==> src/core/sfo_defs.svh <==
// Constants of the supervisor input filter and output mux block.
// Assumes a 10 MHz core clock and a classic Wishbone slave with 32-bit data.
//
// Behaviour
// - Undervoltage fault holds until input rises above threshold plus hysteresis.
// - Overvoltage fault holds until input falls below threshold minus hysteresis.
// - Hysteresis is a 5-bit code up to 31, in range/255 steps.
// - Each detector output passes a glitch filter, timeout up to 100 us.
// - Pulses shorter than the timeout never reach the filter output.
// - Longer pulses pass, delayed by the programmed timeout.
// - Warning detector uses the range of the primary detector on that supply.
// - Warnings are readable as status and ORed into one sequencer warning.
// - Digital input selects level or edge mode; level output follows the input.
// - Edge mode emits a pulse on each selected edge (rising, falling or both), width 0 to 100 us.
// - Digital inputs pass the same programmable glitch filter.
// - Digital inputs have a selectable weak pull-down enable.
// - Sequencer decides driver values from detectors, digital inputs and warning.
// - Each driver has a drive style; charge pump only on outputs one to six.
// - Each driver takes data from sequencer, bus value or internal clock.
// - In bus control the host writes the value and the driver follows it.
// - An internal 100 kHz clock can be routed to any driver.
// - Until configuration is latched, drivers stay in weak pull-down state.
// - Drivers actively low once any supply reaches 1 V, high impedance before.
// - A dual input is analog detector or digital input, never both.
`ifndef SFO_DEFS_SVH
`define SFO_DEFS_SVH
`define SFO_CLK_HZ        10000000
`define SFO_TICK_US       1
`define SFO_CYC_PER_US    (`SFO_CLK_HZ / 1000000 * `SFO_TICK_US)
`define SFO_GLITCH_MAX_US 100
`define SFO_PULSE_MAX_US  100
`define SFO_CLKOUT_HZ     100000
`define SFO_CLKOUT_HALF   (`SFO_CLK_HZ / `SFO_CLKOUT_HZ / 2)
`define SFO_ADR_CTRL      8'h00
`define SFO_ADR_STATUS    8'h04
`define SFO_ADR_CH_BASE   8'h40
`define SFO_ADR_MODE_BASE 8'h80
`define SFO_ADR_DRV_BASE  8'hC0
`define SFO_CH_UVTH_LSB   0
`define SFO_CH_OVTH_LSB   8
`define SFO_CH_HYST_LSB   16
`define SFO_CH_GLITCH_LSB 24
`define SFO_MD_UVEN_BIT   0
`define SFO_MD_OVEN_BIT   1
`define SFO_MD_RANGE_LSB  2
`define SFO_MD_EDGE_LSB   4
`define SFO_MD_EDGEMODE   6
`define SFO_MD_PULLDN     7
`define SFO_MD_WIDTH_LSB  8
`define SFO_DRV_SRC_LSB   0
`define SFO_DRV_STYLE_LSB 2
`define SFO_DRV_VAL_BIT   5
`define SFO_CH_RST        32'h0000_FF00
`define SFO_MD_RST        32'h0000_0003
`define SFO_DRV_RST       32'h0000_0000
`endif

==> src/core/sfo_pkg.sv <==
// Types of the supervisor input filter and output mux block.
// Assumes sfo_defs.svh for the numeric constants.
package sfo_pkg;
   typedef enum logic [1:0] {SFO_SRC_SEQ = 2'h0, SFO_SRC_BUS = 2'h1, SFO_SRC_CLK = 2'h2} sfo_src_e;
   typedef enum logic [2:0] {
      SFO_STY_OD     = 3'h0,
      SFO_STY_OD_PUD = 3'h1,
      SFO_STY_PP_VDD = 3'h2,
      SFO_STY_OD_PUP = 3'h3,
      SFO_STY_PP_VP  = 3'h4,
      SFO_STY_PD     = 3'h5,
      SFO_STY_CPUMP  = 3'h6,
      SFO_STY_WEAKPD = 3'h7
   } sfo_style_e;
   typedef enum logic [1:0] {SFO_EDGE_BOTH = 2'h0, SFO_EDGE_RISE = 2'h1, SFO_EDGE_FALL = 2'h2} sfo_edge_e;
endpackage

==> src/core/sfo_top.sv <==
// Supply fault detector conditioning, dual input logic and driver output mux.
// Assumes comparator codes on the core clock, pins from outside, Wishbone classic.
//
// Design decisions made here: the Wishbone interface to the registers and the placing of the registers.
`timescale 1ns/1ps
`include "sfo_defs.svh"
module sfo_top
   import sfo_pkg::*;
#(
   parameter int NCH  = 10,
   parameter int NDUAL = 5,
   parameter int NDRV = 10,
   parameter int NCPUMP = 6
) (
   // Clock and reset
   input  wire logic                clk_i,
   input  wire logic                rst_i,
   // Wishbone slave
   input  wire logic                cyc_i,
   input  wire logic                stb_i,
   input  wire logic                we_i,
   input  wire logic [7:0]          adr_i,
   input  wire logic [3:0]          sel_i,
   input  wire logic [31:0]         dat_i,
   output logic      [31:0]         dat_o,
   output logic                     ack_o,
   // Analog front end
   input  wire logic [8*NCH-1:0]    volt_code_i,
   output logic      [2*NCH-1:0]    range_sel_o,
   input  wire logic                supply_1v_i,
   // Dual function pins
   input  wire logic [NDUAL-1:0]    dual_pin_i,
   output logic      [NDUAL-1:0]    weak_pd_en_o,
   // Sequencer side
   output logic      [NCH-1:0]      fault_o,
   output logic      [NDUAL-1:0]    din_o,
   output logic                     warn_any_o,
   input  wire logic [NDRV-1:0]     seq_drv_i,
   // Driver pins
   output logic      [NDRV-1:0]     drv_out_o,
   output logic      [NDRV-1:0]     drv_oe_o,
   output logic      [3*NDRV-1:0]   drv_style_o
);

   localparam int NF = NCH + NDUAL;

   function automatic logic [31:0] wmask(input logic [31:0] old, input logic [31:0] nw, input logic [3:0] be);
      logic [31:0] r;
      r = old;
      for (int b = 0; b < 4; b++) begin
         if (be[b]) r[8*b +: 8] = nw[8*b +: 8];
      end
      return r;
   endfunction

   // Microsecond code to cycles, clamped at the documented maximum
   function automatic logic [10:0] us_cycles(input logic [6:0] code, input logic [6:0] maxc);
      logic [6:0] c;
      c = (code > maxc) ? maxc : code;
      return 11'(c * `SFO_CYC_PER_US);
   endfunction

   // Registers
   logic [31:0] ch_cfg   [NCH];
   logic [31:0] md_cfg   [NCH];
   logic [31:0] drv_cfg  [NDRV];
   logic        cfg_latched;
   logic [NDUAL-1:0] dig_sel;

   // Bus decode
   wire         bus_req   = cyc_i && stb_i && !ack_o;
   wire         wr_req    = bus_req && we_i;
   wire [3:0]   reg_idx   = adr_i[5:2];
   wire [1:0]   reg_grp   = adr_i[7:6];
   wire         idx_ch    = 32'(reg_idx) < NCH;
   wire         idx_drv   = 32'(reg_idx) < NDRV;
   wire         hit_ctrl  = adr_i == `SFO_ADR_CTRL;
   wire         hit_stat  = adr_i == `SFO_ADR_STATUS;
   wire         hit_ch    = reg_grp == `SFO_ADR_CH_BASE >> 6 && idx_ch;
   wire         hit_md    = reg_grp == `SFO_ADR_MODE_BASE >> 6 && idx_ch;
   wire         hit_drv   = reg_grp == `SFO_ADR_DRV_BASE >> 6 && idx_drv;
   wire         ctrl_sel  = !adr_i[7] && !adr_i[6] && (hit_ctrl || hit_stat);

   // Pin synchronisers
   logic [NDUAL-1:0] pin_m, pin_s;
   logic             sup_m, sup_s;
   always_ff @(posedge clk_i) begin
      pin_m <= dual_pin_i;
      pin_s <= pin_m;
      sup_m <= supply_1v_i;
      sup_s <= sup_m;
   end

   // Detector input selection and hysteresis comparators
   logic [NCH-1:0] uv_st, ov_st;
   logic [7:0]     mon_code [NCH];
   logic [8:0]     uv_rel   [NCH];
   logic [NCH-1:0] next_uv, next_ov, raw_det;
   always_comb begin
      for (int k = 0; k < NCH; k++) begin
         // Digital dual input: detector watches the mapped supply
         if (k >= NDUAL && dig_sel[k-NDUAL])
            mon_code[k] = volt_code_i[8*(k-NDUAL) +: 8];
         else
            mon_code[k] = volt_code_i[8*k +: 8];
         uv_rel[k]  = 9'(ch_cfg[k][`SFO_CH_UVTH_LSB +: 8]) + 9'(ch_cfg[k][`SFO_CH_HYST_LSB +: 5]);
         // Release only above threshold plus hysteresis; zero code releases one code above threshold
         next_uv[k] = uv_st[k] ? ({1'b0, mon_code[k]} <= uv_rel[k])
                               : (mon_code[k] < ch_cfg[k][`SFO_CH_UVTH_LSB +: 8]);
         // Release only below threshold minus hysteresis
         next_ov[k] = ov_st[k] ? (9'(mon_code[k]) + 9'(ch_cfg[k][`SFO_CH_HYST_LSB +: 5])
                                  >= 9'(ch_cfg[k][`SFO_CH_OVTH_LSB +: 8]))
                               : (mon_code[k] > ch_cfg[k][`SFO_CH_OVTH_LSB +: 8]);
         raw_det[k] = (uv_st[k] && md_cfg[k][`SFO_MD_UVEN_BIT]) || (ov_st[k] && md_cfg[k][`SFO_MD_OVEN_BIT]);
      end
   end

   always_ff @(posedge clk_i) begin
      if (rst_i) begin
         uv_st <= '0;
         ov_st <= '0;
      end else begin
         uv_st <= next_uv;
         ov_st <= next_ov;
      end
   end

   // Glitch filters: detectors then digital pins, same timeout code
   logic [NF-1:0]  gf_in, gf_out;
   logic [10:0]    gf_cnt [NF];
   logic [10:0]    gf_lim [NF];
   always_comb begin
      for (int f = 0; f < NF; f++) begin
         if (f < NCH) begin
            gf_in[f]  = raw_det[f];
            gf_lim[f] = us_cycles(ch_cfg[f][`SFO_CH_GLITCH_LSB +: 7], 7'(`SFO_GLITCH_MAX_US));
         end else begin
            gf_in[f]  = pin_s[f-NCH];
            gf_lim[f] = us_cycles(ch_cfg[f-NDUAL][`SFO_CH_GLITCH_LSB +: 7], 7'(`SFO_GLITCH_MAX_US));
         end
      end
   end

   // Output flips only after the input differed for the whole timeout
   always_ff @(posedge clk_i) begin
      if (rst_i) begin
         gf_out <= '0;
         for (int f = 0; f < NF; f++) gf_cnt[f] <= '0;
      end else begin
         for (int f = 0; f < NF; f++) begin
            if (gf_in[f] == gf_out[f]) begin
               gf_cnt[f] <= '0;
            end else if (gf_cnt[f] + 11'h001 >= gf_lim[f]) begin
               gf_out[f] <= gf_in[f];
               gf_cnt[f] <= '0;
            end else begin
               gf_cnt[f] <= gf_cnt[f] + 11'h001;
            end
         end
      end
   end

   // Fault and warning split
   logic [NCH-1:0]   fault_w;
   logic [NDUAL-1:0] warn_w;
   always_comb begin
      for (int k = 0; k < NCH; k++) begin
         fault_w[k] = gf_out[k] && !(k >= NDUAL && dig_sel[k-NDUAL]);
      end
      for (int j = 0; j < NDUAL; j++) begin
         warn_w[j] = gf_out[NDUAL + j] && dig_sel[j];
      end
   end

   // Digital input level or edge blocks
   logic [NDUAL-1:0] dfilt_d, pulse_on, next_din, edge_hit;
   logic [10:0]      pulse_cnt [NDUAL];
   logic [10:0]      pulse_lim [NDUAL];
   always_comb begin
      for (int j = 0; j < NDUAL; j++) begin
         case (md_cfg[NDUAL+j][`SFO_MD_EDGE_LSB +: 2])
            SFO_EDGE_RISE: edge_hit[j] = gf_out[NCH+j] && !dfilt_d[j];
            SFO_EDGE_FALL: edge_hit[j] = !gf_out[NCH+j] && dfilt_d[j];
            default:       edge_hit[j] = gf_out[NCH+j] != dfilt_d[j];
         endcase
         pulse_lim[j] = us_cycles(md_cfg[NDUAL+j][`SFO_MD_WIDTH_LSB +: 7], 7'(`SFO_PULSE_MAX_US));
         // Level mode follows the filtered input
         next_din[j]  = md_cfg[NDUAL+j][`SFO_MD_EDGEMODE] ? pulse_on[j] : gf_out[NCH+j];
      end
   end

   // Pulse restarts on each selected edge, zero width gives a single cycle
   always_ff @(posedge clk_i) begin
      if (rst_i) begin
         dfilt_d  <= '0;
         pulse_on <= '0;
         for (int j = 0; j < NDUAL; j++) pulse_cnt[j] <= '0;
      end else begin
         dfilt_d <= gf_out[NCH +: NDUAL];
         for (int j = 0; j < NDUAL; j++) begin
            if (edge_hit[j]) begin
               pulse_on[j]  <= 1'b1;
               pulse_cnt[j] <= 11'h001;
            end else if (pulse_on[j] && pulse_cnt[j] < pulse_lim[j]) begin
               pulse_cnt[j] <= pulse_cnt[j] + 11'h001;
            end else begin
               pulse_on[j]  <= 1'b0;
            end
         end
      end
   end

   // 100 kHz internal clock
   logic [15:0] div_cnt;
   logic        clk100;
   always_ff @(posedge clk_i) begin
      if (rst_i) begin
         div_cnt <= '0;
         clk100  <= 1'b0;
      end else if (div_cnt == 16'(`SFO_CLKOUT_HALF - 1)) begin
         div_cnt <= '0;
         clk100  <= !clk100;
      end else begin
         div_cnt <= div_cnt + 16'h0001;
      end
   end

   // Driver data source and drive style
   logic [NDRV-1:0]   next_out, next_oe;
   logic [3*NDRV-1:0] next_style;
   logic              drv_dat;
   logic [2:0]        sty;
   always_comb begin
      drv_dat = 1'b0;
      sty     = SFO_STY_WEAKPD;
      for (int n = 0; n < NDRV; n++) begin
         // Exactly one source, code 3 falls back to the sequencer
         case (drv_cfg[n][`SFO_DRV_SRC_LSB +: 2])
            SFO_SRC_BUS: drv_dat = drv_cfg[n][`SFO_DRV_VAL_BIT];
            SFO_SRC_CLK: drv_dat = clk100;
            default:     drv_dat = seq_drv_i[n];
         endcase
         sty = drv_cfg[n][`SFO_DRV_STYLE_LSB +: 3];
         if (!cfg_latched) begin
            // Weak pull-down until latched; active low once a supply is up
            next_style[3*n +: 3] = SFO_STY_WEAKPD;
            next_out[n]          = 1'b0;
            next_oe[n]           = sup_s;
         end else begin
            next_style[3*n +: 3] = sty;
            case (sty)
               SFO_STY_PP_VDD, SFO_STY_PP_VP, SFO_STY_CPUMP: begin
                  next_out[n] = drv_dat;
                  next_oe[n]  = 1'b1;
               end
               SFO_STY_PD: begin
                  next_out[n] = 1'b0;
                  next_oe[n]  = !drv_dat;
               end
               SFO_STY_WEAKPD: begin
                  next_out[n] = 1'b0;
                  next_oe[n]  = sup_s;
               end
               default: begin
                  next_out[n] = 1'b0;
                  next_oe[n]  = !drv_dat;
               end
            endcase
         end
      end
   end

   // Range for the front end: warning detector shares the primary range
   logic [2*NCH-1:0] next_range;
   always_comb begin
      for (int k = 0; k < NCH; k++) begin
         if (k >= NDUAL && dig_sel[k-NDUAL])
            next_range[2*k +: 2] = md_cfg[k-NDUAL][`SFO_MD_RANGE_LSB +: 2];
         else if (k >= NDUAL)
            next_range[2*k +: 2] = 2'h0;
         else
            next_range[2*k +: 2] = md_cfg[k][`SFO_MD_RANGE_LSB +: 2];
      end
   end

   // Read mux
   logic [31:0] rd_val;
   always_comb begin
      rd_val = 32'h0000_0000;
      if (hit_ctrl)
         rd_val = {19'h0, dig_sel, 7'h0, cfg_latched};
      else if (hit_stat)
         rd_val = {11'h000, din_o, warn_any_o, warn_w, fault_w};
      else if (hit_ch && !ctrl_sel)
         rd_val = ch_cfg[reg_idx];
      else if (hit_md)
         rd_val = md_cfg[reg_idx];
      else if (hit_drv)
         rd_val = drv_cfg[reg_idx];
   end

   // Register writes; unmapped addresses ack with zero data
   logic [31:0] dwr;
   assign dwr = hit_drv ? wmask(drv_cfg[reg_idx], dat_i, sel_i) : 32'h0000_0000;
   always_ff @(posedge clk_i) begin
      if (rst_i) begin
         ack_o       <= 1'b0;
         dat_o       <= '0;
         cfg_latched <= 1'b0;
         dig_sel     <= '0;
         for (int k = 0; k < NCH; k++) begin
            ch_cfg[k] <= `SFO_CH_RST;
            md_cfg[k] <= `SFO_MD_RST;
         end
         for (int n = 0; n < NDRV; n++) drv_cfg[n] <= `SFO_DRV_RST;
      end else begin
         ack_o <= bus_req;
         dat_o <= bus_req ? rd_val : 32'h0000_0000;
         if (wr_req && hit_ctrl) begin
            if (sel_i[0] && dat_i[0]) cfg_latched <= 1'b1;
            if (sel_i[1]) dig_sel <= dat_i[12:8];
         end
         if (wr_req && hit_ch && !ctrl_sel) ch_cfg[reg_idx] <= wmask(ch_cfg[reg_idx], dat_i, sel_i);
         if (wr_req && hit_md) md_cfg[reg_idx] <= wmask(md_cfg[reg_idx], dat_i, sel_i);
         if (wr_req && hit_drv) begin
            drv_cfg[reg_idx] <= dwr;
            // Charge pump refused on outputs seven and up, falls back to open drain
            if (32'(reg_idx) >= NCPUMP && dwr[`SFO_DRV_STYLE_LSB +: 3] == SFO_STY_CPUMP)
               drv_cfg[reg_idx][`SFO_DRV_STYLE_LSB +: 3] <= SFO_STY_OD;
         end
      end
   end

   // Output registers
   always_ff @(posedge clk_i) begin
      if (rst_i) begin
         fault_o      <= '0;
         din_o        <= '0;
         warn_any_o   <= 1'b0;
         weak_pd_en_o <= '0;
         range_sel_o  <= '0;
         drv_out_o    <= '0;
         drv_oe_o     <= '0;
         drv_style_o  <= {NDRV{SFO_STY_WEAKPD}};
      end else begin
         fault_o     <= fault_w;
         din_o       <= next_din & dig_sel;
         warn_any_o  <= |warn_w;
         for (int j = 0; j < NDUAL; j++) begin
            weak_pd_en_o[j] <= dig_sel[j] && md_cfg[NDUAL+j][`SFO_MD_PULLDN];
         end
         range_sel_o <= next_range;
         drv_out_o   <= next_out;
         drv_oe_o    <= next_oe;
         drv_style_o <= next_style;
      end
   end

   // Checks
   ack_pulse_a: assert property (@(posedge clk_i) disable iff (rst_i) ack_o |=> !ack_o)
      else $error("ack held longer than one cycle");
   uv_hold_a: assert property (@(posedge clk_i) disable iff (rst_i)
      uv_st[0] && {1'b0, mon_code[0]} <= uv_rel[0] |=> uv_st[0])
      else $error("undervoltage released below threshold plus hysteresis");
   ov_hold_a: assert property (@(posedge clk_i) disable iff (rst_i)
      ov_st[0] && 9'(mon_code[0]) + 9'(ch_cfg[0][20:16]) >= 9'(ch_cfg[0][15:8]) |=> ov_st[0])
      else $error("overvoltage released above threshold minus hysteresis");
   glitch_len_a: assert property (@(posedge clk_i) disable iff (rst_i)
      $changed(gf_out[0]) |-> $past(gf_cnt[0]) + 11'h001 >= $past(gf_lim[0]) && $past(gf_in[0]) == gf_out[0])
      else $error("filter output changed before the timeout");
   glitch_pass_a: assert property (@(posedge clk_i) disable iff (rst_i)
      gf_in[0] != gf_out[0] && gf_cnt[0] + 11'h001 >= gf_lim[0] |=> gf_out[0] == $past(gf_in[0]))
      else $error("filter output missed a long pulse");
   warn_or_a: assert property (@(posedge clk_i) disable iff (rst_i)
      |warn_w |=> warn_any_o)
      else $error("warning not forwarded");
   clk_div_a: assert property (@(posedge clk_i) disable iff (rst_i)
      $changed(clk100) |-> $past(div_cnt) == 16'(`SFO_CLKOUT_HALF - 1))
      else $error("internal clock toggled off its count");
   pre_cfg_a: assert property (@(posedge clk_i) disable iff (rst_i)
      !cfg_latched |=> drv_style_o == {NDRV{SFO_STY_WEAKPD}} && drv_out_o == '0)
      else $error("driver left weak pull-down before latch");
   hiz_low_a: assert property (@(posedge clk_i) disable iff (rst_i)
      !cfg_latched |=> drv_oe_o == {NDRV{$past(sup_s)}})
      else $error("driver enable wrong before latch");
   cpump_lim_a: assert property (@(posedge clk_i) disable iff (rst_i)
      cfg_latched |=> drv_style_o[3*NCPUMP +: 3] != SFO_STY_CPUMP)
      else $error("charge pump on an output that lacks it");
endmodule

==> config.mk <==
export PLATFORM = sky130hd
export DESIGN_NAME = sfo_top
export DESIGN_NICKNAME = d
export VERILOG_FILES = /design/src/core/sfo_pkg.sv /design/src/core/sfo_top.sv
export VERILOG_INCLUDE_DIRS = /design/src /design/src/core
export SDC_FILE = /design/constraint.sdc
export NUM_CORES = 2
export LEC_CHECK = 0
export BUFFER_PORTS_ARGS = -buffer_cell sky130_fd_sc_hd__buf_4
export CORE_UTILIZATION = 55
export CTS_CLUSTER_DIAMETER = 120
export DETAILED_ROUTE_END_ITERATION = 10
export GPL_TIMING_DRIVEN = 0
export PLACE_DENSITY = 0.72
export SLEW_MARGIN = 20
export SYNTH_ARGS = -nofsm -noshare
export SYNTH_HDL_FRONTEND = slang
export SYNTH_SLANG_ARGS = --single-unit
==> constraint.sdc <==
create_clock -name clk_i -period 5.7 [get_ports clk_i]
set_clock_uncertainty 0.1 [all_clocks]
set_input_delay 0 -clock clk_i [delete_from_list [all_inputs] [get_ports clk_i]]
set_output_delay 0 -clock clk_i [all_outputs]
set_load 0.02 [all_outputs]
### After elaboration in Yosys (flattened, before gate mapping)

Memory sizes are Yosys's and may differ from the RTL's.
Index checks and enable logic that the tools add are counted.

| word-level totals | value |
|---|---|
| flip-flop bits (word level) | 204 |
| bits in writable memories | 1180 |
| bits of input ports | 145 |
| output and inout port bits | 124 |
| logic and storage cells | 948 |
| memories | 5 |

| operators by class | value |
|---|---|
| add/sub/neg operators | 41 |
| multiply operators | 15 |
| magnitude comparators | 77 |
| eq/ne operators | 101 |
| mux-type cells | 404 |
| bitwise operators | 89 |
| reductions and logical operators | 159 |

Memory list:

| name | depth | width | read ports | clocked after memory_dff | wr ports | line | source |
|---|---|---|---|---|---|---|---|
| ch_cfg | 10 | 32 | 11 | 0 | 10 | sfo_top.sv:64 | `logic [31:0] ch_cfg [NCH];` |
| drv_cfg | 10 | 32 | 11 | 0 | 10 | sfo_top.sv:66 | `logic [31:0] drv_cfg [NDRV];` |
| md_cfg | 10 | 32 | 11 | 0 | 10 | sfo_top.sv:65 | `logic [31:0] md_cfg [NCH];` |
| gf_cnt | 15 | 11 | 15 | 0 | 15 | sfo_top.sv:130 | `logic [10:0] gf_cnt [NF];` |
| pulse_cnt | 5 | 11 | 5 | 0 | 5 | sfo_top.sv:177 | `logic [10:0] pulse_cnt [NDUAL];` |

Operator list:

| kind | number |
|---|---|
| 11-bit 2-to-1 mux | 55 |
| 8-bit 2-to-1 mux | 33 |
| 1-bit 2-to-1 mux | 262 |
| 32-bit 2-to-1 mux | 7 |
| 11-bit by 1-bit adder with 11-bit output (second input constant) | 20 |
| 8-bit by 5-bit adder with 9-bit output | 20 |
| 11-bit greater-or-equal comparator | 15 |
| 7-bit by 3-bit multiplier with 10-bit output (second input constant) | 15 |
| 7-bit > comparator (second input constant) | 15 |
| 7-bit 2-to-1 mux | 15 |
| 32-bit OR reduction | 3 |
| 3-bit == test (second input constant) | 31 |
| 9-bit by 8-bit greater-or-equal comparator with 1-bit output | 10 |
| 8-bit by 9-bit <= comparator with 1-bit output | 10 |
| 8-bit > comparator | 10 |
| 8-bit < comparator | 10 |
| 1-bit logical AND | 66 |
| 3-bit OR reduction | 21 |
| 1-bit OR | 56 |
| 11-bit < comparator | 5 |
| 1-bit one-hot mux with 2 select lines | 25 |
| 2-bit == test (second input constant) | 17 |
| 2-bit AND reduction | 17 |
| 2-bit by 1-bit == test with 1-bit output (second input constant) | 16 |
| 22 further kinds | 132 |

### Depth between registers and ports, before layout

| logic depth | value |
|---|---|
| depth in word-level cells | 12 |
| depth in mapped cells | 21 |
| depth with buffers taken out | 20 |

### Least setup slack after synthesis

No wires, ideal clock.

| timing | value |
|---|---|
| path kind | reg2reg |
| from | mem ch_cfg[8][25] |
| to | mem gf_cnt[8][2], in the netlist gf_cnt[1][2], data pin |
| library setup time | 141 ps |
| arrival | 3768 ps |
| data required time | 5459 ps |
| slack | 1691 ps |
| stages on the path, launching flop included | 18 |
| buffers on the path | 1 |
| clock period less this slack | 4009 ps |
| cells stage by stage | edfxtp_1 > o21ai_0 > a21oi_1 > or2_2 > ha_1 > ha_1 > a21o_1 > a21oi_1 > o21ai_0 > a21oi_1 > xor2_1 > ha_1 > o2111ai_1 > o21ai_0 > o21a_1 > or4_1 > clkbuf_1 > nor2b_1 |

RTL lines:

| what | line |
|---|---|
| from (decl) | sfo_top.sv:64 |
| to (decl) | sfo_top.sv:130 |

### Worst setup path after layout

| timing | value |
|---|---|
| from | reg dig_sel[4] |
| to | reg ov_st[9] |

| on the way | value |
|---|---|
| longest elaborated chain between the ends | 4 |
| elaborated cells between the ends (all ways) | 5 |
| classes of those cells | add/sub: 1; order compare: 2; mux: 2 |

Ends and longest elaborated chain:

| what | line | source |
|---|---|---|
| from (decl) | sfo_top.sv:68 | `logic [NDUAL-1:0] dig_sel;` |
| from (signal assigned) | sfo_top.sv:321 | `if (sel_i[1]) dig_sel <= dat_i[12:8];` |
| 8-bit 2-to-1 mux * | sfo_top.sv:102 | `if (k >= NDUAL && dig_sel[k-NDUAL])` |
| 8-bit by 5-bit adder with 9-bit output | sfo_top.sv:111 | `` next_ov[k] = ov_st[k] ? (9'(mon_code[k]) + 9'(ch_cfg[k][`SFO_CH_HYST_LSB +: 5]) `` |
| 9-bit by 8-bit greater-or-equal comparator with 1-bit output | sfo_top.sv:111 |  |
| 1-bit 2-to-1 mux * | sfo_top.sv:111 |  |
| to (signal assigned) | sfo_top.sv:124 | `ov_st <= next_ov;` |
| to (decl) | sfo_top.sv:95 | `logic [NCH-1:0] uv_st, ov_st;` |

Every way passes the cells marked *; elsewhere a longest branch is shown, timed or not.
A chain may end at the register's enable or synchronous reset.

==> impl_metrics.ini <==
[synthesis]
ys_ff_latch = 1960
synthesis.area_um2 = 105000
yosysSeqAreaShare = 0.541
yosys_warnings = 0
syn_avg_cell_area_um2 = 12.8
post_synth_num_cell_types = 88
synthArstFlopShare = 0
synth_edf_count = 1756
syn_inst = 8222
synth_top_area_cell = edfxtp_1
synth_top_area_frac = 0.503
dominantRegCellSynth = edfxtp_1
yosys-top-cells-area = edfxtp_1 50%, ha_1 9.6%, mux4_2 7.9%, nor2_1 4.2%, dfxtp_1 3.9%

[worst_setup_path]
cp_slowest_cell = clkbuf_1
critPathKind = reg -> reg
cp.required_ns = 6.44
r2r-end = ov_st[9]$_SDFF_PP0_
critPathLaunchType = flop
rrSetupSlack_ns = 0.1
cp-end-kind = flop
critical_path_buf_inv_count = 4
crit_fanout = 10
r2r_cells = 16
crit_family = buffers and inverters
timing.rr.start = dig_sel[4]$_SDFFE_PP0P_
slowest_delay_ns = 0.84
cp.arrival_ns = 6.35
path_cells = clkbuf_1 > clkbuf_2 > mux2_2 > fa_1 > a21o_1 > a21oi_1 > inv_1 > a21oi_1 > nor2_1 > xor2_1 > ha_1 > nand2_1 > nor3_1 > nor4b_1 > a2111oi_0 > dlygate4sd3_1
crit_top_cell = a21oi_1

[cells_and_area]
final_nets = 10600
area_growth_syn_to_layout_pct = 16.0
drive_gt1_frac = 0.142
register_area_um2 = 56800
fin_util = 0.646
design_area_um2 = 122000
fill_cells = 14200
fin_cells = 12300
multi_input_area_um2 = 47600

[cts]
postCtsSetupRepairBufs = 0
clock_latency_ns = 0.92
cts_root_buf = clkbuf_16
clockBufferDepth = 3
cts_inserted_buffers = 199
clkSinkCount = 1960
cts.clk_slew.worst_paths_ns = 0.07
cts_tree = built
htree_num_levels = 4

[grt]
grt-ovfl-total = 0
grt_first_pass_wirelength_mm = 506
grt_antenna_before_repair = 42
grt_pass1_vias = 73000
grt_max_degree = 33
grt_usage = 0.375

[placed_design]
dpl-instance-area_um2 = 113000
place_inst = 11700
gp_congestion = 1.05
portBuffers = 258
dpl.hpwl_mm = 273

[route]
viasPerCell = 6.14
vias = 75400
routedWlPerCell_um = 29.7
wl_mm = 364
ant_nets = 0
drt-pass1-iter-count = 6
dr.first_iter.drc_count = 10500
drc = 0

[worst_hold_path]
hold_class = in -> reg
hold_end = drv_oe_o[3]$_SDFF_PP0_
hold_path_depth = 5
worstHoldStart = seq_drv_i[3]

[floorplan]
initial_utilization = 0.556
num_io_pins = 269
dieArea_um2 = 193000
die_y_um = 439
core_area_um2 = 189000
rows = 159
die_x_um = 439

[outcome]
status = complete, no violations

[sta]
finalMaxSlewViolations = 0
rsz0062_at_grt = false
fin_crit_sh = 0.983
slew_headroom = 0.135
max_freq_mhz = 178
hold_viol = 0
worstMarginPinSlew_ns = 1.28
fin_crit_ns = 5.60
finalSetupViolCount = 0

[power_and_ir_drop]
irDropWorstVdd_mv = 0.353
power_density_nw_per_um2 = 285
leakage_nw = 49.3

[run]
cap_violations = 0
[cell type report]
type                    count  area share
multi-input cells        6192       0.391
flip-flops and latches   1960       0.467
clock buffers             271      0.0457
clock inverters           103      0.0102
diodes                     13    0.000267
inverters                 460      0.0142
plain buffers             349      0.0145
repair buffers            426      0.0319
well taps                2495      0.0256
[synth_stat cells, types with 18 or more instances]
library cell / count
o21a_1: 68
mux4_2: 368
xnor2_1: 218
nor2b_1: 215
and2_1: 73
nand2_1: 314
a21o_1: 131
clkbuf_1: 205
ha_1: 809
nor4_1: 25
or2_2: 26
nand3_1: 144
a22oi_1: 32
dfxtp_1: 204
a21oi_2: 25
a31oi_1: 18
nand4_1: 68
o211ai_1: 30
o2111ai_1: 36
or3_1: 33
fa_1: 35
a211oi_1: 38
nor3_1: 64
xor2_1: 159
buf_2: 64
o21ai_0: 225
inv_1: 459
nor2_1: 1186
o21bai_1: 38
edfxtp_1: 1756
a2111oi_0: 26
nand2b_1: 70
mux2_2: 108
buf_4: 35
and3_1: 124
a21oi_1: 342
mux2i_1: 149
buf_6: 26
a21oi_4: 22
[per-stage QoR]
step	TNS [ns]	power [W]	setup slack (ns)	hold WS, ns
after floorplan	0	0.0193	1.69	-0.0723
after global placement	-782.00	0.0208	-1.62	0.00483
after detailed placement	0	0.0210	0.560	0.00596
after CTS	0	0.0345	0.0205	0.00276
after global routing	0	0.0355	0.0257	0.0330
final	0	0.0347	0.0958	0.0226
[cell families (layout without fill, tap and decap cells)]
| family | count (synthesis) | after routing | synth area share |
|---|---|---|---|
| other cells | 2 | 754 | 0.0000716 |
| flops | 1960 | 1960 | 0.541 |
| xor+xnor | 377 | 377 | 0.0315 |
| mux | 651 | 651 | 0.110 |
| fa+ha+maj | 853 | 853 | 0.104 |
| simple gates | 2408 | 2408 | 0.107 |
| compound gates | 1162 | 1162 | 0.0740 |
| buf+inv | 809 | 1609 | 0.0329 |
[layer usage]
| layer | up-vias | routed length [um] | track usage |
|---|---|---|---|
| li1 | 32400 | - | - |
| met1 | 37100 | 128000 | 0.463 |
| met2 | 4730 | 159000 | 0.564 |
| met3 | 1150 | 44300 | 0.104 |
| met4 | 14 | 33100 | 0.280 |
| met5 | - | 261 | 0 |
[flip-flops by register name (all words and copies together) (netlist names), 16 cells and up]
signal	flops
ch_cfg	512
drv_cfg	512
md_cfg	512
gf_cnt	165
pulse_cnt	55
dat_o	32
drv_style_o	30
range_sel_o	20
div_cnt	16
[where the power goes]
group	internal [W]	switching [W]	total, W
clock	0.00780	0.00594	0.0137
combinational	0.00161	0.00280	0.00442
sequential	0.0161	0.000404	0.0165
[how the worst max path moves through the flow]
stage | depth (start not counted) | end | slack, ns | startpoint
finish | 16 | ov_st[9]$_SDFF_PP0_ | 0.1 | dig_sel[4]$_SDFFE_PP0P_
global route | 16 | ov_st[9]$_SDFF_PP0_ | 0.03 | dig_sel[4]$_SDFFE_PP0P_
CTS | 16 | ov_st[9]$_SDFF_PP0_ | 0.02 | dig_sel[4]$_SDFFE_PP0P_
detailed placement | 15 | ov_st[9]$_SDFF_PP0_ | 0.56 | dig_sel[4]$_SDFFE_PP0P_
global placement | 6 | drv_cfg[8][20]$_SDFFCE_PN0P_ | -1.62 | rst_i
floorplan | 17 | gf_cnt[1][2]$_SDFFCE_PN0P_ | 1.69 | ch_cfg[8][25]$_SDFFCE_PN0P_
[layout by cell type, fill, tap and decap left out, types with 215 or more instances in the layout]
master	instances
xnor2_1	218
nand2_1	314
conb_1	741
clkbuf_1	234
nor2b_1	215
ha_1	809
edfxtp_1	1756
o21ai_0	223
inv_1	460
a21oi_1	342
mux4_2	368
nor2_1	1186
buf_4	293
[tightest hold or removal path: cells and delay by family]
| family | cells | cell delay (ns) |
|---|---|---|
| AO/OA/AOI/OAI | 2 | 0.28 |
| buffers and inverters | 2 | 0.65 |
| AND/OR/NAND/NOR | 1 | 0.06 |
[what timing repair did]
item,4_1_cts,5_1_grt
hold endpoints to repair,1357,0
setup endpoints to repair,0,1
gates resized for setup,0,3
hold buffers,144,0
Note: power is estimated with default switching activity, not from simulation.
